### config.mk
export PLATFORM = sky130hd
export DESIGN_NAME = serial_sar_adc_sequencer
export DESIGN_NICKNAME = d
export VERILOG_FILES = /design/src/rtl/sar_seq_pkg.sv /design/src/rtl/result_fifo.sv /design/src/rtl/serial_sar_adc_sequencer.sv
export SDC_FILE = /design/constraint.sdc
export NUM_CORES = 1
export LEC_CHECK = 0
export BUFFER_PORTS_ARGS = -buffer_cell sky130_fd_sc_hd__buf_2
export CAP_MARGIN = 10
export CORE_MARGIN = 3
export CORE_UTILIZATION = 30
export CTS_CLUSTER_DIAMETER = 40
export DETAILED_ROUTE_END_ITERATION = 10
export GPL_TIMING_DRIVEN = 0
export PLACE_DENSITY = 0.57
export SLEW_MARGIN = 15
export SYNTH_ARGS = -nofsm -noshare
export SYNTH_HDL_FRONTEND = slang
export SYNTH_HIERARCHICAL = 1
export SYNTH_SLANG_ARGS = --single-unit
### constraint.sdc
create_clock -name clk_sys_in -period 2 [get_ports clk_sys_in]
set_clock_uncertainty 0.05 [all_clocks]
set_input_delay 0.1 -clock clk_sys_in [delete_from_list [all_inputs] [get_ports clk_sys_in]]
set_output_delay 0.1 -clock clk_sys_in [all_outputs]
set_load 0.05 [all_outputs]
### src/rtl/sar_seq_pkg.sv
package sar_seq_pkg;
  // ==========================================================
  // converter geometry
  localparam int          RESULT_BITS   = 6;
  localparam logic [5:0]  RESULT_RST    = 6'h00;
  localparam logic [5:0]  RESULT_FULL   = 6'h3F;
  localparam logic [2:0]  TOP_BIT_IDX   = 3'h5;
  localparam logic [3:0]  CONV_CYCLES   = 4'h8;
  // ==========================================================
  // timing
  localparam int          CLK_PERIOD_NS = 10;
  localparam int          START_HIGH_NS = 500;
  localparam int          START_HIGH_CYC =
    (START_HIGH_NS + CLK_PERIOD_NS - 1) / CLK_PERIOD_NS;
  // ==========================================================
  // result fifo
  localparam int          FIFO_WIDTH    = 6;
  localparam int          FIFO_DEPTH    = 16;
  // ==========================================================
  // sequencer states
  typedef enum logic [1:0] {
    ST_IDLE  = 2'b00,
    ST_ARM   = 2'b01,
    ST_TRIAL = 2'b10,
    ST_DONE  = 2'b11
  } seq_state_t;
endpackage

### src/rtl/result_fifo.sv
`timescale 1ns/1ns
`default_nettype none
module result_fifo #(
  parameter int WIDTH = 6,
  parameter int DEPTH = 16
) (
  input  wire logic             clk_sys_in,
  input  wire logic             arst_n_in,
  input  wire logic             ce_in,
  input  wire logic             wr_valid_in,
  output logic                  wr_ready_out,
  input  wire logic [WIDTH-1:0] wr_data_in,
  output logic                  rd_valid_out,
  input  wire logic             rd_ready_in,
  output logic      [WIDTH-1:0] rd_data_out
);
  localparam int AW = $clog2(DEPTH);
  logic [WIDTH-1:0] mem_r [DEPTH];
  logic [AW:0]      wptr_r;
  logic [AW:0]      rptr_r;
  logic [AW:0]      rptr_nxt;
  logic             full;
  logic             empty;
  logic             do_wr;
  logic             do_rd;
  // ==========================================================
  // flags
  assign full         = (wptr_r[AW] != rptr_r[AW]) && (wptr_r[AW-1:0] == rptr_r[AW-1:0]);
  assign empty        = (wptr_r == rptr_r);
  assign wr_ready_out = !full;
  assign do_wr        = ce_in && wr_valid_in && !full;
  assign do_rd        = ce_in && rd_ready_in && rd_valid_out;
  assign rptr_nxt     = do_rd ? rptr_r + 1'b1 : rptr_r;
  // storage write
  always_ff @(posedge clk_sys_in) begin
    if (do_wr) begin
      mem_r[wptr_r[AW-1:0]] <= wr_data_in;
    end
  end
  // pointers and registered read data
  always_ff @(posedge clk_sys_in or negedge arst_n_in) begin
    if (!arst_n_in) begin
      wptr_r       <= '0;
      rptr_r       <= '0;
      rd_valid_out <= 1'b0;
      rd_data_out  <= '0;
    end else if (ce_in) begin
      if (do_wr) begin
        wptr_r <= wptr_r + 1'b1;
      end
      rptr_r <= rptr_nxt;
      if (!rd_valid_out || do_rd) begin
        rd_valid_out <= (rptr_nxt != wptr_r);
        rd_data_out  <= mem_r[rptr_nxt[AW-1:0]];
      end
    end
  end
endmodule
`default_nettype wire

### src/rtl/serial_sar_adc_sequencer.sv
`timescale 1ns/1ns
`default_nettype none
module serial_sar_adc_sequencer (
  input  wire logic                            clk_sys_in,
  input  wire logic                            arst_n_in,
  input  wire logic                            ce_in,
  input  wire logic                            start_n_in,
  input  wire logic                            conv_clk_in,
  input  wire logic                            ref_above_in,
  output logic                                 dout_out,
  output logic                                 dout_oe_n_out,
  output logic [sar_seq_pkg::RESULT_BITS-1:0] trial_code_out,
  output logic                                 busy_out,
  output logic                                 start_ok_out,
  output logic                                 res_valid_out,
  input  wire logic                            res_ready_in,
  output logic [sar_seq_pkg::RESULT_BITS-1:0] res_data_out,
  output logic                                 res_overflow_out
);
  import sar_seq_pkg::*;

  // ==========================================================
  // registers
  seq_state_t             state_r;
  seq_state_t             state_nxt;
  logic [RESULT_BITS-1:0] approximation_register_r;
  logic [RESULT_BITS-1:0] approx_nxt;
  logic [2:0]             bit_idx_r;
  logic [2:0]             bit_idx_nxt;
  logic                   conv_clk_d_r;
  logic                   start_n_d_r;
  logic                   dout_r;
  logic                   dout_nxt;
  logic [9:0]             high_cnt_r;
  logic                   push_r;
  logic                   ovf_r;
  logic                   fifo_wr_ready;

  // ==========================================================
  // edge detection on synchronous inputs
  logic clk_fall;
  logic start_fall;
  logic start_hi;
  assign clk_fall   = conv_clk_d_r && !conv_clk_in;
  assign start_fall = start_n_d_r && !start_n_in;
  assign start_hi   = start_n_in;

  function automatic logic [RESULT_BITS-1:0] bit_mask(input logic [2:0] idx);
    bit_mask = RESULT_BITS'(1) << idx;
  endfunction

  // ==========================================================
  // next-state decode
  logic [RESULT_BITS-1:0] cur_mask;
  logic [RESULT_BITS-1:0] decided;
  assign cur_mask = bit_mask(bit_idx_r);
  // decision: clear bit if reference larger, else keep at 1
  assign decided  = ref_above_in ? (approximation_register_r & ~cur_mask)
                                 : approximation_register_r;

  // step to the next lower trial bit
  logic                   last_bit;
  logic [2:0]             lower_idx;
  logic [RESULT_BITS-1:0] next_trial;
  assign last_bit   = (bit_idx_r == 3'h0);
  assign lower_idx  = bit_idx_r - 3'h1;
  assign next_trial = decided | bit_mask(lower_idx);

  always_comb begin
    state_nxt   = state_r;
    approx_nxt  = approximation_register_r;
    bit_idx_nxt = bit_idx_r;
    dout_nxt    = dout_r;
    if (start_hi) begin
      state_nxt   = ST_IDLE;
      approx_nxt  = RESULT_RST;
      bit_idx_nxt = TOP_BIT_IDX;
    end else if (start_fall) begin
      state_nxt   = ST_ARM;
      approx_nxt  = RESULT_RST;
      bit_idx_nxt = TOP_BIT_IDX;
    end else if (clk_fall) begin
      case (state_r)
        ST_ARM: begin
          // first falling edge: apply top trial bit
          state_nxt  = ST_TRIAL;
          approx_nxt = bit_mask(TOP_BIT_IDX);
        end
        ST_TRIAL: begin
          // decide current bit, present it, then try the next lower one
          dout_nxt = decided[bit_idx_r];
          if (last_bit) begin
            approx_nxt = decided;
            state_nxt  = ST_DONE;
          end else begin
            approx_nxt  = next_trial;
            bit_idx_nxt = lower_idx;
          end
        end
        default: begin
          state_nxt = state_r;
        end
      endcase
    end
  end

  // ==========================================================
  // input history for edge detection, idle levels after reset
  always_ff @(posedge clk_sys_in or negedge arst_n_in) begin
    if (!arst_n_in) begin
      conv_clk_d_r <= 1'b0; // conversion clock idles low
      start_n_d_r  <= 1'b1; // start idles high, no false start
    end else if (ce_in) begin
      conv_clk_d_r <= conv_clk_in;
      start_n_d_r  <= start_n_in;
    end
  end

  // sequencer state
  always_ff @(posedge clk_sys_in or negedge arst_n_in) begin
    if (!arst_n_in) begin
      state_r <= ST_IDLE;
    end else if (ce_in) begin
      state_r <= state_nxt;
    end
  end

  // approximation register, shown as the trial code
  always_ff @(posedge clk_sys_in or negedge arst_n_in) begin
    if (!arst_n_in) begin
      approximation_register_r <= RESULT_RST;
    end else if (ce_in) begin
      approximation_register_r <= approx_nxt;
    end
  end

  // index of the bit under trial
  always_ff @(posedge clk_sys_in or negedge arst_n_in) begin
    if (!arst_n_in) begin
      bit_idx_r <= TOP_BIT_IDX;
    end else if (ce_in) begin
      bit_idx_r <= bit_idx_nxt;
    end
  end

  // serial data, held until the next decision
  always_ff @(posedge clk_sys_in or negedge arst_n_in) begin
    if (!arst_n_in) begin
      dout_r <= 1'b0;
    end else if (ce_in) begin
      dout_r <= dout_nxt;
    end
  end

  // ==========================================================
  // start-high time monitor and result push
  logic in_arm;
  logic in_trial;
  logic conv_ending;
  assign in_arm      = (state_r == ST_ARM);
  assign in_trial    = (state_r == ST_TRIAL);
  assign conv_ending = in_trial && (state_nxt == ST_DONE);

  // counts start-high time, saturating at the recognition threshold
  always_ff @(posedge clk_sys_in or negedge arst_n_in) begin
    if (!arst_n_in) begin
      high_cnt_r <= '0;
    end else if (ce_in) begin
      if (!start_hi) begin
        high_cnt_r <= '0;
      end else if (high_cnt_r != 10'(START_HIGH_CYC)) begin
        high_cnt_r <= high_cnt_r + 10'h001;
      end
    end
  end

  // one-cycle push once the last decision has settled in the register
  always_ff @(posedge clk_sys_in or negedge arst_n_in) begin
    if (!arst_n_in) begin
      push_r <= 1'b0;
    end else if (ce_in) begin
      push_r <= conv_ending;
    end
  end

  // sticky overflow: a finished result met a full queue and was lost
  always_ff @(posedge clk_sys_in or negedge arst_n_in) begin
    if (!arst_n_in) begin
      ovf_r <= 1'b0;
    end else if (ce_in && push_r && !fifo_wr_ready) begin
      ovf_r <= 1'b1;
    end
  end

  // ==========================================================
  // outputs
  assign dout_out         = dout_r;
  assign dout_oe_n_out    = start_hi;
  assign trial_code_out   = approximation_register_r;
  assign busy_out         = in_arm || in_trial;
  assign start_ok_out     = (high_cnt_r == 10'(START_HIGH_CYC));
  assign res_overflow_out = ovf_r;

  // completed results queue for the user side
  result_fifo #(
    .WIDTH (FIFO_WIDTH),
    .DEPTH (FIFO_DEPTH)
  ) u_fifo (
    .clk_sys_in   (clk_sys_in),
    .arst_n_in    (arst_n_in),
    .ce_in        (ce_in),
    .wr_valid_in  (push_r),
    .wr_ready_out (fifo_wr_ready),
    .wr_data_in   (approximation_register_r),
    .rd_valid_out (res_valid_out),
    .rd_ready_in  (res_ready_in),
    .rd_data_out  (res_data_out)
  );
endmodule
`default_nettype wire

== After elaboration in Yosys (flattened, before gate mapping) ==
Memory sizes are Yosys's and may differ from the RTL's. A register that Yosys moved wholly into a read port is not among the register bits.
Cells that the tools add are included.
Word-level totals
  input bits: 7
  memories kept: 1
  bits in registers: 37
  memory bits (writable): 96
  output and inout bits: 18
  logic and storage cells: 84
Cells by class
  $add $sub $neg: 4
  equal/unequal tests: 10
  reductions and logical operators: 26
  shifts and indexed selects: 2
  magnitude comparators: 1
  mux-type cells: 23
  bitwise operators: 5
Memories
  u_fifo.mem_r: words 16, bits a word 6, read ports 1, clocked after memory_dff 1, write ports 1, line result_fifo.sv:18  | logic [WIDTH-1:0] mem_r [DEPTH];
Operators by type and width (count)
  $mux W6: 5
  $mux W10: 2
  $mux W3: 5
  $pmux W6 S2: 1
  $shl A1 B3 Y6 const A: 2
  $add A10 B1 Y10 const B: 1
  $add A5 B1 Y5 const B: 2
  $eq A10 B6 Y1 const B: 1
  $ne A10 B6 Y1 const B: 1
  $logic_and A1 B1 Y1: 9
  $mux W2: 4
  $and A6 B6 Y6: 1
  $not A6 Y6: 1
  $or A6 B6 Y6: 1
  $reduce_and A2 Y1: 3
  $reduce_bool A3 Y1: 2
  $logic_not A1 Y1: 5
  $mux W5: 1
  $ne A5 B5 Y1: 1
  $reduce_and A5 Y1: 1
  $eq A2 B2 Y1 const B: 2
  $eq A4 B4 Y1: 1
  $lt A3 B4 Y1 const B: 1
  $pmux W2 S2: 1
  13 further kinds: 17

== Longest topological paths before layout ==
Gate-level depths: netlist (run 1).
  word-level depth: 10
  depth in mapped cells: 9
  mapped depth without buffers: 8

== By module ==
The synthesis (run 1) kept the hierarchy.
Modules (own cells, without submodules)
  result_fifo: cells each 370, times used 1, area each 5238.8 sq um, sequential area each 3308.2 sq um
  serial_sar_adc_sequencer: cells each 177, times used 1, area each 1659.1 sq um, sequential area each 654.4 sq um

== Worst setup path after synthesis (run 1) ==
No wires, ideal clock.
  path kind: reg2reg
  start: reg u_fifo.rd_valid_out
  end: reg u_fifo.rd_data_out[0] (read register of u_fifo.mem_r)
  path slack: -0.254 ns
  stages on the path, launching flop included: 8
  data arrival time: 2.078 ns
  setup time: 0.126 ns
  required time: 1.824 ns
  period minus slack after synthesis: 2.254 ns
  buffers on the path: 1
  cells stage by stage: dfrtp_1 -> and3_4 -> xnor2_4 -> buf_6 -> mux2_1 -> o22ai_1 -> a211oi_1 -> a221o_1
Between the ends
  cells in the longest elaborated chain, start to end: 3
  elaborated cells on any way between the ends: 5
  those cells by class: mux: 1; reduce/logical: 4
Ends and longest elaborated chain
  from (decl): line result_fifo.sv:13  | output logic rd_valid_out,
  from (signal assigned): line result_fifo.sv:53  | rd_valid_out <= (rptr_nxt != wptr_r);
  $logic_not A1 Y1 or $logic_and A1 B1 Y1 (tied branches): line result_fifo.sv:52, result_fifo.sv:32
  $logic_or A1 B1 Y1: line result_fifo.sv:52  | if (!rd_valid_out || do_rd) begin
  $reduce_and A2 Y1 (no source line)
  to (decl): line result_fifo.sv:15  | output logic [WIDTH-1:0] rd_data_out
Parallel ways exist; a longest one is shown, timed or not.
A chain may end at the register's enable or synchronous reset.

== Worst setup path in the final report (run 1) ==
  start: reg u_fifo.rptr_r[0]
  end: reg u_fifo.rd_data_out[5] (read register of u_fifo.mem_r)
Between the ends
  cells in the longest elaborated chain, start to end: 2
Ends and longest elaborated chain
  from (decl): line result_fifo.sv:20  | logic [AW:0] rptr_r;
  from (signal assigned): line result_fifo.sv:51  | rptr_r <= rptr_nxt;
  $add A5 B1 Y5: line result_fifo.sv:33  | assign rptr_nxt = do_rd ? rptr_r + 1'b1 : rptr_r;
  $mux W5 *: line result_fifo.sv:33
Mark *: on every way between the ends. The rest lies on a longest branch, timed or not.

==> impl_metrics.env, run 1 <==
export IMPL_r2r_slack_ns=-0.16
export IMPL_synth_edff_count=96
export IMPL_clockRootBuffer="clkbuf_16"
export IMPL_timing_rr_start="u_fifo/rptr_r[0]"
export IMPL_first_iter_violations=461
export IMPL_layout_cells_non_filler=913
export IMPL_hold_viol=0
export IMPL_synthFlopType="edfxtp_1"
export IMPL_die_height_um=158
export IMPL_nets=643
export IMPL_min_period_ns=2.16
export IMPL_io_pins=25
export IMPL_fillers=2013
export IMPL_slew_violations=0
export IMPL_drt_wl_total_um=17700
export IMPL_ys_warn_count=6
export IMPL_final_cell_mix="96 x edfxtp_1, 46 x nand2_1, 38 x mux2i_1"
export IMPL_ir_drop_v=0.000644
export IMPL_critPathCapture="u_fifo/rd_data_out[5]"
export IMPL_cp_startpoint="u_fifo/rptr_r[0]"
export IMPL_min_path_type="in2reg"
export IMPL_drt_pre_antenna_iters=5
export IMPL_violations="setup timing"
export IMPL_clock_sinks=139
export IMPL_die_w_um=158
export IMPL_path_class="reg2reg"
export IMPL_hpwl_um=11400
export IMPL_path_cells="buf_8, xnor2_4, buf_4, mux2_2, o22ai_2, a211oi_2, a221o_1"
export IMPL_avgRoutedWirePerCell_um=19.4
export IMPL_synthArstFlopShare=0.309
export IMPL_critPathLaunchType="register"
export IMPL_fin_util=0.398
export IMPL_p_leak_uw=0.00330
export IMPL_drive_above_1_share=0.341
export IMPL_cts_tree="built"
export IMPL_reg2reg_depth=7
export IMPL_worstMarginPinSlew_ns=0.987
export IMPL_clk_latency_ns=0.42
export IMPL_arrival_ns=2.42
export IMPL_max_slew_margin=0.342
export IMPL_fin_crit_sh=1.08
export IMPL_stdcell_area_um2=8860
export IMPL_layout_commonest_cell="edfxtp_1"
export IMPL_multi_input_area_um2=3200
export IMPL_syn_inst=547
export IMPL_pwr_density_cell_nw_per_um2=1220
export IMPL_critical_path_max_fanout=6
export IMPL_final_seq_area_um2=3970
export IMPL_cp_end_kind="register"
export IMPL_antenna_cells=0
export IMPL_grt_overflow_total=0
export IMPL_rows=54
export IMPL_crit_slowest_cell="dfrtp_1"
export IMPL_die_area_um2=24800
export IMPL_grt_util_all_layers=0.146
export IMPL_syn_nets=569
export IMPL_ys_ff_latch=139
export IMPL_grt_pass1_vias=4997
export IMPL_grt_max_degree=44
export IMPL_grt_pass1_wl_um=27800
export IMPL_drt_vias_per_instance=5.38
export IMPL_ys_types=74
export IMPL_fp_coreArea_um2=22200
export IMPL_worstReg2RegEnd="u_fifo/rd_data_out[5]"
export IMPL_clkTransAtPathRegs_ns=0.06
export IMPL_cts_buffers=17
export IMPL_worst_slack_ns=-0.160
export IMPL_avgSynthCellArea_um2=12.6
export IMPL_clock_path_buffers=2
export IMPL_status="complete, but fails checks"
export IMPL_synthToLayoutAreaGrowth_pct=28.4
export IMPL_crit_required_ns=2.26
export IMPL_placed_area_um2=7410
export IMPL_setup_tns_ns=-5.67
export IMPL_antenna_left=0
export IMPL_rsz0062_at_grt="true"
export IMPL_max_freq_mhz=463
export IMPL_route_detailed_drc=0
export IMPL_setup_viol=104
export IMPL_antenna_found_initial=0
export IMPL_drv_cap=0
export IMPL_num_vias=4914
export IMPL_dp_cells=850
export IMPL_yosysSeqAreaShare=0.574
export IMPL_netlist_area_um2=6900
export IMPL_port_buffers=23
export IMPL_gp_congestion=0.884
export IMPL_htree_levels=4
export IMPL_initial_utilization=0.310
export IMPL_critPathMaxStageDelay_ns=0.43
cell usage after synthesis, types with 3 or more instances:
master / count / area (um2)
edfxtp_1: 96 / 2880
nand2_1: 52 / 195
dfrtp_1: 40 / 1000
mux2i_1: 38 / 380
nor2_1: 26 / 97.6
inv_1: 18 / 67.6
mux2_2: 18 / 203
buf_2: 16 / 80.1
a31oi_1: 15 / 93.8
ha_1: 15 / 188
o21ai_0: 15 / 75.1
nand3_1: 13 / 65.1
o22ai_1: 11 / 68.8
xnor2_1: 9 / 78.8
a21oi_1: 8 / 40.0
a22o_1: 8 / 70.1
clkbuf_1: 8 / 30.0
nand4_1: 8 / 50.1
nor3_1: 8 / 40.0
a211oi_1: 6 / 45.0
nand2b_1: 6 / 37.5
nor2b_1: 6 / 37.5
a21o_1: 5 / 37.5
a221o_1: 5 / 50.1
a221oi_1: 5 / 43.8
mux4_2: 5 / 113
a2111oi_0: 4 / 35.0
and3_1: 4 / 25.0
mux2_1: 4 / 45.0
mux2_4: 4 / 60.1
o2bb2ai_1: 4 / 35.0
o31ai_1: 4 / 30.0
or3_1: 4 / 25.0
xor2_1: 4 / 35.0
and2_1: 3 / 18.8
buf_4: 3 / 22.5
dfstp_2: 3 / 78.8
timing repair:
item	4_1_cts	5_1_grt
endpoints found under the setup margin	110	115
resized for setup	116	22
cloned	2	0
hold buffers	3	0
pin swaps	23	19
endpoints found under the hold margin	42	0
buffers inserted	27	7
metrics by stage:
step                      power, uW  worst slack (ns)  hold slack (ns)
after global routing          11200            -0.237           0.0690
final                         10800            -0.160           0.0320
after floorplan                5660           -0.0778           -0.246
after detailed placement       6470            -0.626            0.269
after global placement         6410            -0.567            0.254
after CTS                     10800            -0.166           0.0199
metal layers:
layer	share of wire	global-route usage
met3	0.051	0.0336
met1	0.43	0.189
met2	0.50	0.244
met4	0.018	0.0492
met5	0	0
critical path: cells and delay by family, from the launching register on:
family | cells | cell delay [ns]
buf+inv | 2 | 0.37
flops | 1 | 0.43
mux | 1 | 0.34
xor+xnor | 1 | 0.30
compound gates | 3 | 0.56
cell families (layout without fill, tap and decap cells):
kind of cell               after synthesis  in the layout  synth area share
AOI/OAI and AO/OA                      114            114             0.120
xor gates and xnor gates                14             14            0.0205
muxes                                   69             69             0.116
adders and majority gates               15             15            0.0272
DFF                                    139            139             0.574
buffers and inverters                   49            135            0.0325
and+or+nand+nor                        147            147             0.109
power by group:
group,internal [uW],switching [uW]
Combinational,1850,2360
Sequential,3220,217
Clock,1960,1230
Total,7030,3800
layout make-up:
| class | instances | share of cell area |
|---|---|---|
| Buffer | 26 | 0.0259 |
| Clock buffer | 17 | 0.0480 |
| Clock inverter | 14 | 0.0191 |
| Inverter | 19 | 0.00805 |
| Multi-Input combinational cell | 359 | 0.361 |
| Sequential cell | 139 | 0.448 |
| Tap cell | 280 | 0.0396 |
| Timing Repair Buffer | 59 | 0.0507 |
worst min path at each step:
stage,start,endpoint,slack (ns),cells after the start
final,start_n_in,bit_idx_r[1],0.03,4
after global routing,start_n_in,bit_idx_r[1],0.07,4
after CTS,start_n_in,bit_idx_r[1],0.02,4
after detailed placement,arst_n_in,dout_out,0.27,1
after global placement,arst_n_in,dout_out,0.25,1
after floorplan,arst_n_in,bit_idx_r[1],-0.25,0
registers in the layout, indices dropped and copies added (netlist names), 2 cells and up:
register	flops
bit_idx_r	3
high_cnt_r	10
state_r	2
trial_code_out	6
u_fifo/mem_r	96
u_fifo/rd_data_out	6
u_fifo/rptr_r	5
u_fifo/wptr_r	5
Power figures use the tool's default switching activity.
==> run 2, diff against run 1 <==
--- a/config.mk
+++ b/config.mk
@@ -11,7 +11,6 @@
 export CORE_UTILIZATION = 30
 export CTS_CLUSTER_DIAMETER = 40
 export DETAILED_ROUTE_END_ITERATION = 10
-export GPL_TIMING_DRIVEN = 0
 export PLACE_DENSITY = 0.57
 export SLEW_MARGIN = 15
 export SYNTH_ARGS = -nofsm -noshare
==> impl_metrics.env, run 2 (synthesized netlist as in run 1, its figures left out) <==
export IMPL_status="complete, but fails checks"
export IMPL_violations="setup timing"
export IMPL_p_seq_frac=0.314
export IMPL_hpwl_um=12300
export IMPL_crit_buf_inv=2
export IMPL_synthToLayoutAreaGrowth_pct=29.0
export IMPL_htree_levels=4
export IMPL_r2r_slack_ns=-0.07
export IMPL_grt_max_degree=21
export IMPL_route_detailed_drc=0
export IMPL_cp_end_kind="register"
export IMPL_switchingPower_uw=3780
export IMPL_clockRootBuffer="clkbuf_16"
export IMPL_critPathLaunchType="register"
export IMPL_drt_wl_total_um=17500
export IMPL_pwr_density_cell_nw_per_um2=1220
export IMPL_io_pins=25
export IMPL_pre_cts_slack_ns=-0.271
export IMPL_hold_viol=0
export IMPL_fin_util=0.400
export IMPL_initial_utilization=0.310
export IMPL_cts_buffers=17
export IMPL_drive_above_1_share=0.364
export IMPL_p_comb_frac=0.391
export IMPL_max_slew_margin=0.717
export IMPL_min_path_type="in2async"
export IMPL_critPathMaxStageDelay_ns=0.46
export IMPL_clock_path_buffers=2
export IMPL_grt_pass1_wl_um=27400
export IMPL_drt_vias_per_instance=5.25
export IMPL_rsz0062_at_grt="true"
export IMPL_p_int_uw=7120
export IMPL_arrival_ns=2.32
export IMPL_worstMarginPinSlew_ns=0.424
export IMPL_cts_tree="built"
export IMPL_grt_util_all_layers=0.145
export IMPL_antenna_left=0
export IMPL_slew_violations=0
export IMPL_drt_pre_antenna_iters=5
export IMPL_final_cell_mix="96 x edfxtp_1, 77 x buf_4, 46 x nand2_1"
export IMPL_path_cells="ha_4, buf_12, mux2_4, buf_8, a31oi_4, a21o_1, a221o_1"
export IMPL_clkTransAtPathRegs_ns=0.06
export IMPL_path_class="reg2reg"
export IMPL_fp_coreArea_um2=22200
export IMPL_crit_family="compound AO/OA/AOI/OAI gates"
export IMPL_fillers=2039
export IMPL_grt_pass1_vias=4923
export IMPL_crit_slowest_cell="dfrtp_2"
export IMPL_worst_slack_ns=-0.0691
export IMPL_layout_commonest_cell="edfxtp_1"
export IMPL_die_area_um2=24800
export IMPL_antenna_cells=0
export IMPL_die_w_um=158
export IMPL_avgRoutedWirePerCell_um=18.6
export IMPL_switching_share=0.347
export IMPL_p_leak_uw=0.00349
export IMPL_antenna_found_initial=0
export IMPL_grt_overflow_total=0
export IMPL_ir_drop_v=0.000735
export IMPL_first_iter_violations=403
export IMPL_min_period_ns=2.07
export IMPL_die_height_um=158
export IMPL_nets=671
export IMPL_setup_viol=6
export IMPL_critical_path_max_fanout=6
export IMPL_clk_latency_ns=0.42
export IMPL_clockPowerShare=0.295
export IMPL_num_vias=4947
export IMPL_rows=54
export IMPL_gp_congestion=0.884
export IMPL_max_freq_mhz=483
export IMPL_port_buffers=24
export IMPL_drv_cap=0
export IMPL_largest_reg_flops=96
export IMPL_crit_required_ns=2.25
export IMPL_clock_sinks=139
export IMPL_power_uw=10900
export IMPL_fin_crit_sh=1.03
==> run 2: changes by cell type in the layout (fill, tap and decap cells not counted), sizes merged, moves of 3 or more <==
cell / change
clkbuf: -3
buf: +33
inv: +4
clkinv: -5
==> run 2: per-layer routing <==
layer,GRT usage,part of all wire
met5,0,0
met4,0.0562,0.026
met3,0.0325,0.047
met2,0.230,0.48
met1,0.193,0.45
==> run 2: final cells by class <==
class / count / area [um2] / share of cell area
multi-input combinational: 360 / 3040 / 0.341
timing repair buffer: 112 / 870 / 0.0977
clock buffer: 19 / 453 / 0.0509
tap: 280 / 350 / 0.0394
sequential: 139 / 3970 / 0.446
clock inverter: 13 / 153 / 0.0171
inverter: 19 / 73.8 / 0.00829
==> run 2: power by group through the flow <==
stage | Sequential [uW] | Clock (uW) | Combinational [uW]
6_report | 3420 | 3220 | 4260
5_1_grt | 3430 | 3410 | 4510
4_1_cts | 3410 | 3270 | 3680
3_5_place_dp | 3440 | 0 | 3460
3_3_place_gp | 3440 | 0 | 3400
2_1_floorplan | 3630 | 0 | 2030
==> run 2: worst register-to-register path, delay by kind of cell (launching register included) <==
family / cells / cell delay [ns]
multiplexers: 1 / 0.23
flip-flops: 1 / 0.46
buffers and inverters: 2 / 0.31
adder cells (fa/ha/maj): 1 / 0.34
AO/OA/AOI/OAI: 3 / 0.58
==> run 2: through the flow <==
| stage | area, um2 | TNS [ns] | instances | hold WS [ns] |
|---|---|---|---|---|
| global route | 8900 | -0.762 | 942 | 0.0746 |
| detailed placement | 7820 | -15.19 | 893 | -0.0294 |
| finish | 8900 | -0.337 | 942 | 0.0521 |
| CTS | 8600 | -0.377 | 932 | 0.0469 |
| global placement | 7820 | -12.93 | 893 | -0.0331 |
| floorplan | 6940 | -4.25 | 547 | -0.246 |
==> run 2: path summary, 6_finish.rpt <==
| check | from | end | depth (start not counted) |
|---|---|---|---|
| setup / recovery | u_fifo/rptr_r[0] | u_fifo/rd_data_out[2] | 7 |
| hold / removal | arst_n_in | trial_code_out[3] | 2 |
| setup reg to reg | u_fifo/rptr_r[0] | u_fifo/rd_data_out[2] | 7 |
| hold reg to reg | res_overflow_out | res_overflow_out | 2 |
| max in group asynchronous | arst_n_in | u_fifo/rptr_r[1] | 3 |
| min in group clk_sys_in | ce_in | u_fifo/rd_valid_out | 3 |
==> run 2: repair_timing <==
action,CTS,global route
gates cloned,0,2
endpoints found under the hold margin,41,0
endpoints found under the setup margin,105,110
resized for setup,30,43
hold buffers,2,0
buffers inserted,5,8
pin swaps,6,7
==> run 3, diff against run 2 <==
==> constraint.sdc (replaced) <==
create_clock -name clk_sys_in -period 1.85 [get_ports clk_sys_in]
set_clock_uncertainty 0.05 [all_clocks]
set_input_delay 0.0925 -clock clk_sys_in [delete_from_list [all_inputs] [get_ports clk_sys_in]]
set_output_delay 0.0925 -clock clk_sys_in [all_outputs]
set_load 0.05 [all_outputs]
==> impl_metrics.env, run 3 (synthesized netlist as in run 1, its figures left out) <==
export IMPL_status="complete, but fails checks"
export IMPL_violations="setup timing"
export IMPL_crit_required_ns=2.10
export IMPL_switching_share=0.349
export IMPL_first_iter_violations=301
export IMPL_cp_common_cell="buf_4"
export IMPL_topRoutingLayerUsed="met4"
export IMPL_antenna_left=0
export IMPL_wl_met1_um=7910
export IMPL_final_cell_mix="96 x edfxtp_1, 77 x buf_4, 46 x nand2_1"
export IMPL_num_vias=4966
export IMPL_hold_slack_ns=0.0611
export IMPL_clockRootBuffer="clkbuf_16"
export IMPL_die_area_um2=24800
export IMPL_min_path_type="in2reg"
export IMPL_max_freq_mhz=472
export IMPL_drt_wl_total_um=17300
export IMPL_layout_cells_non_filler=954
export IMPL_fin_util=0.414
export IMPL_die_w_um=158
export IMPL_dp_cells=906
export IMPL_layout_commonest_cell="edfxtp_1"
export IMPL_switchingPower_uw=4040
export IMPL_timing_rr_start="u_fifo/rptr_r[0]"
export IMPL_drv_cap=0
export IMPL_antenna_found_initial=0
export IMPL_grt_pass1_vias=4984
export IMPL_route_detailed_drc=0
export IMPL_nets=683
export IMPL_ir_drop_v=0.000573
export IMPL_cts_buffers=17
export IMPL_synthToLayoutAreaGrowth_pct=33.4
export IMPL_grt_overflow_total=0
export IMPL_power_uw=11600
export IMPL_wl_met2_um=8580
export IMPL_critical_path_max_fanout=13
export IMPL_crit_buf_inv=5
export IMPL_path_class="reg2reg"
export IMPL_htree_levels=4
export IMPL_io_pins=25
export IMPL_grt_pass1_wl_um=27500
export IMPL_arrival_ns=2.37
export IMPL_gp_congestion=0.830
export IMPL_hpwl_um=12000
export IMPL_setup_viol=109
export IMPL_rows=54
export IMPL_p_int_uw=7540
export IMPL_crit_slowest_cell="dfrtp_2"
export IMPL_port_buffers=24
export IMPL_fin_crit_sh=1.15
export IMPL_p_leak_uw=0.00352
export IMPL_clk_latency_ns=0.42
export IMPL_critPathLaunchType="register"
export IMPL_fp_coreArea_um2=22200
export IMPL_drive_above_1_share=0.393
export IMPL_drt_vias_per_instance=5.21
export IMPL_min_from="start_n_in"
export IMPL_drt_pre_antenna_iters=4
export IMPL_route_met3_wl_um=631
export IMPL_clock_sinks=139
export IMPL_initial_utilization=0.310
export IMPL_rsz0062_at_grt="true"
export IMPL_clock_path_buffers=2
export IMPL_grt_max_degree=23
export IMPL_antenna_cells=0
export IMPL_path_cells="buf_4, buf_12, xnor2_4, buf_12, buf_4, buf_4, nand2_1, a31oi_1, a21o_1, a221o_1"
export IMPL_cp_startpoint="u_fifo/rptr_r[0]"
export IMPL_slew_violations=0
export IMPL_crit_family="buffers and inverters"
export IMPL_worst_slack_ns=-0.269
export IMPL_pwr_density_cell_nw_per_um2=1260
export IMPL_avgRoutedWirePerCell_um=18.1
export IMPL_clockPowerShare=0.281
export IMPL_cp_end_kind="register"
export IMPL_largest_reg_flops=96
export IMPL_min_period_ns=2.12
export IMPL_critPathMaxStageDelay_ns=0.44
export IMPL_die_height_um=158
export IMPL_max_slew_margin=0.631
export IMPL_clkTransAtPathRegs_ns=0.06
export IMPL_hold_viol=0
export IMPL_worstMarginPinSlew_ns=0.553
export IMPL_p_comb_frac=0.404
export IMPL_pre_cts_slack_ns=-0.350
export IMPL_grt_util_all_layers=0.143
export IMPL_cts_tree="built"
export IMPL_p_seq_frac=0.315
==> run 3: cell types whose count changed in the layout (fill, tap and decap cells not counted), moves of 6 or more <==
cell / delta
buf_12: +6
a31oi_1: +6
nor2_4: +9
buf_6: +8
==> run 3: power by group through the flow <==
| stage | registers (uW) | clock network (uW) | logic [uW] |
|---|---|---|---|
| 2_1_floorplan | 3930 | 0 | 2290 |
| 3_3_place_gp | 3680 | 0 | 3810 |
| 3_5_place_dp | 3680 | 0 | 3870 |
| 4_1_cts | 3640 | 3310 | 4270 |
| 5_1_grt | 3660 | 3470 | 4970 |
| 6_report | 3640 | 3250 | 4680 |
==> run 3: timing repair <==
item                       in CTS  in global routing
buffers inserted                8                  6
gates cloned                    0                  0
setup endpoints to repair     107                120
hold buffers                    2                  0
resized for setup              44                 40
pin swaps                      20                 11
hold endpoints to repair       20                  0
==> run 3: path summary, 6_finish.rpt <==
check,depth (start not counted),slack [ns],end
setup / recovery,10,-0.27,u_fifo/rd_data_out[4]
setup reg to reg,10,-0.27,u_fifo/rd_data_out[4]
max in group asynchronous,3,0.97,bit_idx_r[0]
hold reg to reg,2,0.41,res_overflow_out
min in group asynchronous,2,0.15,u_fifo/rptr_r[3]
hold / removal,3,0.06,high_cnt_r[2]
==> run 3: metrics by stage <==
stage / setup TNS, ns / instance area [um2]
after floorplan: -3.89 / 7120
after global placement: -19.38 / 8090
after detailed placement: -21.83 / 8090
after CTS: -21.12 / 8950
after global routing: -29.89 / 9200
final: -19.60 / 9200
==> run 3: routing by layer <==
| layer | track usage | vias to the layer above |
|---|---|---|
| met2 | 0.235 | 105 |
| met5 | 0 | - |
| li1 | - | 2327 |
| met1 | 0.192 | 2514 |
| met4 | 0.0397 | 0 |
| met3 | 0.0306 | 20 |
==> run 3: tightest hold or removal path, cell delays in order <==
cell and delay [ns]:
buf_2 0.20, nand4b_1 0.14, o21ai_1 0.06
==> run 3: layout make-up <==
type                            count  area [um2]
Sequential cell                   139        3970
Multi-Input combinational cell    359        3190
Clock inverter                     15         139
Fill cell                        1991       13000
Inverter                           19        73.8
Timing Repair Buffer              125        1050
Tap cell                          280         350
Clock buffer                       17         425
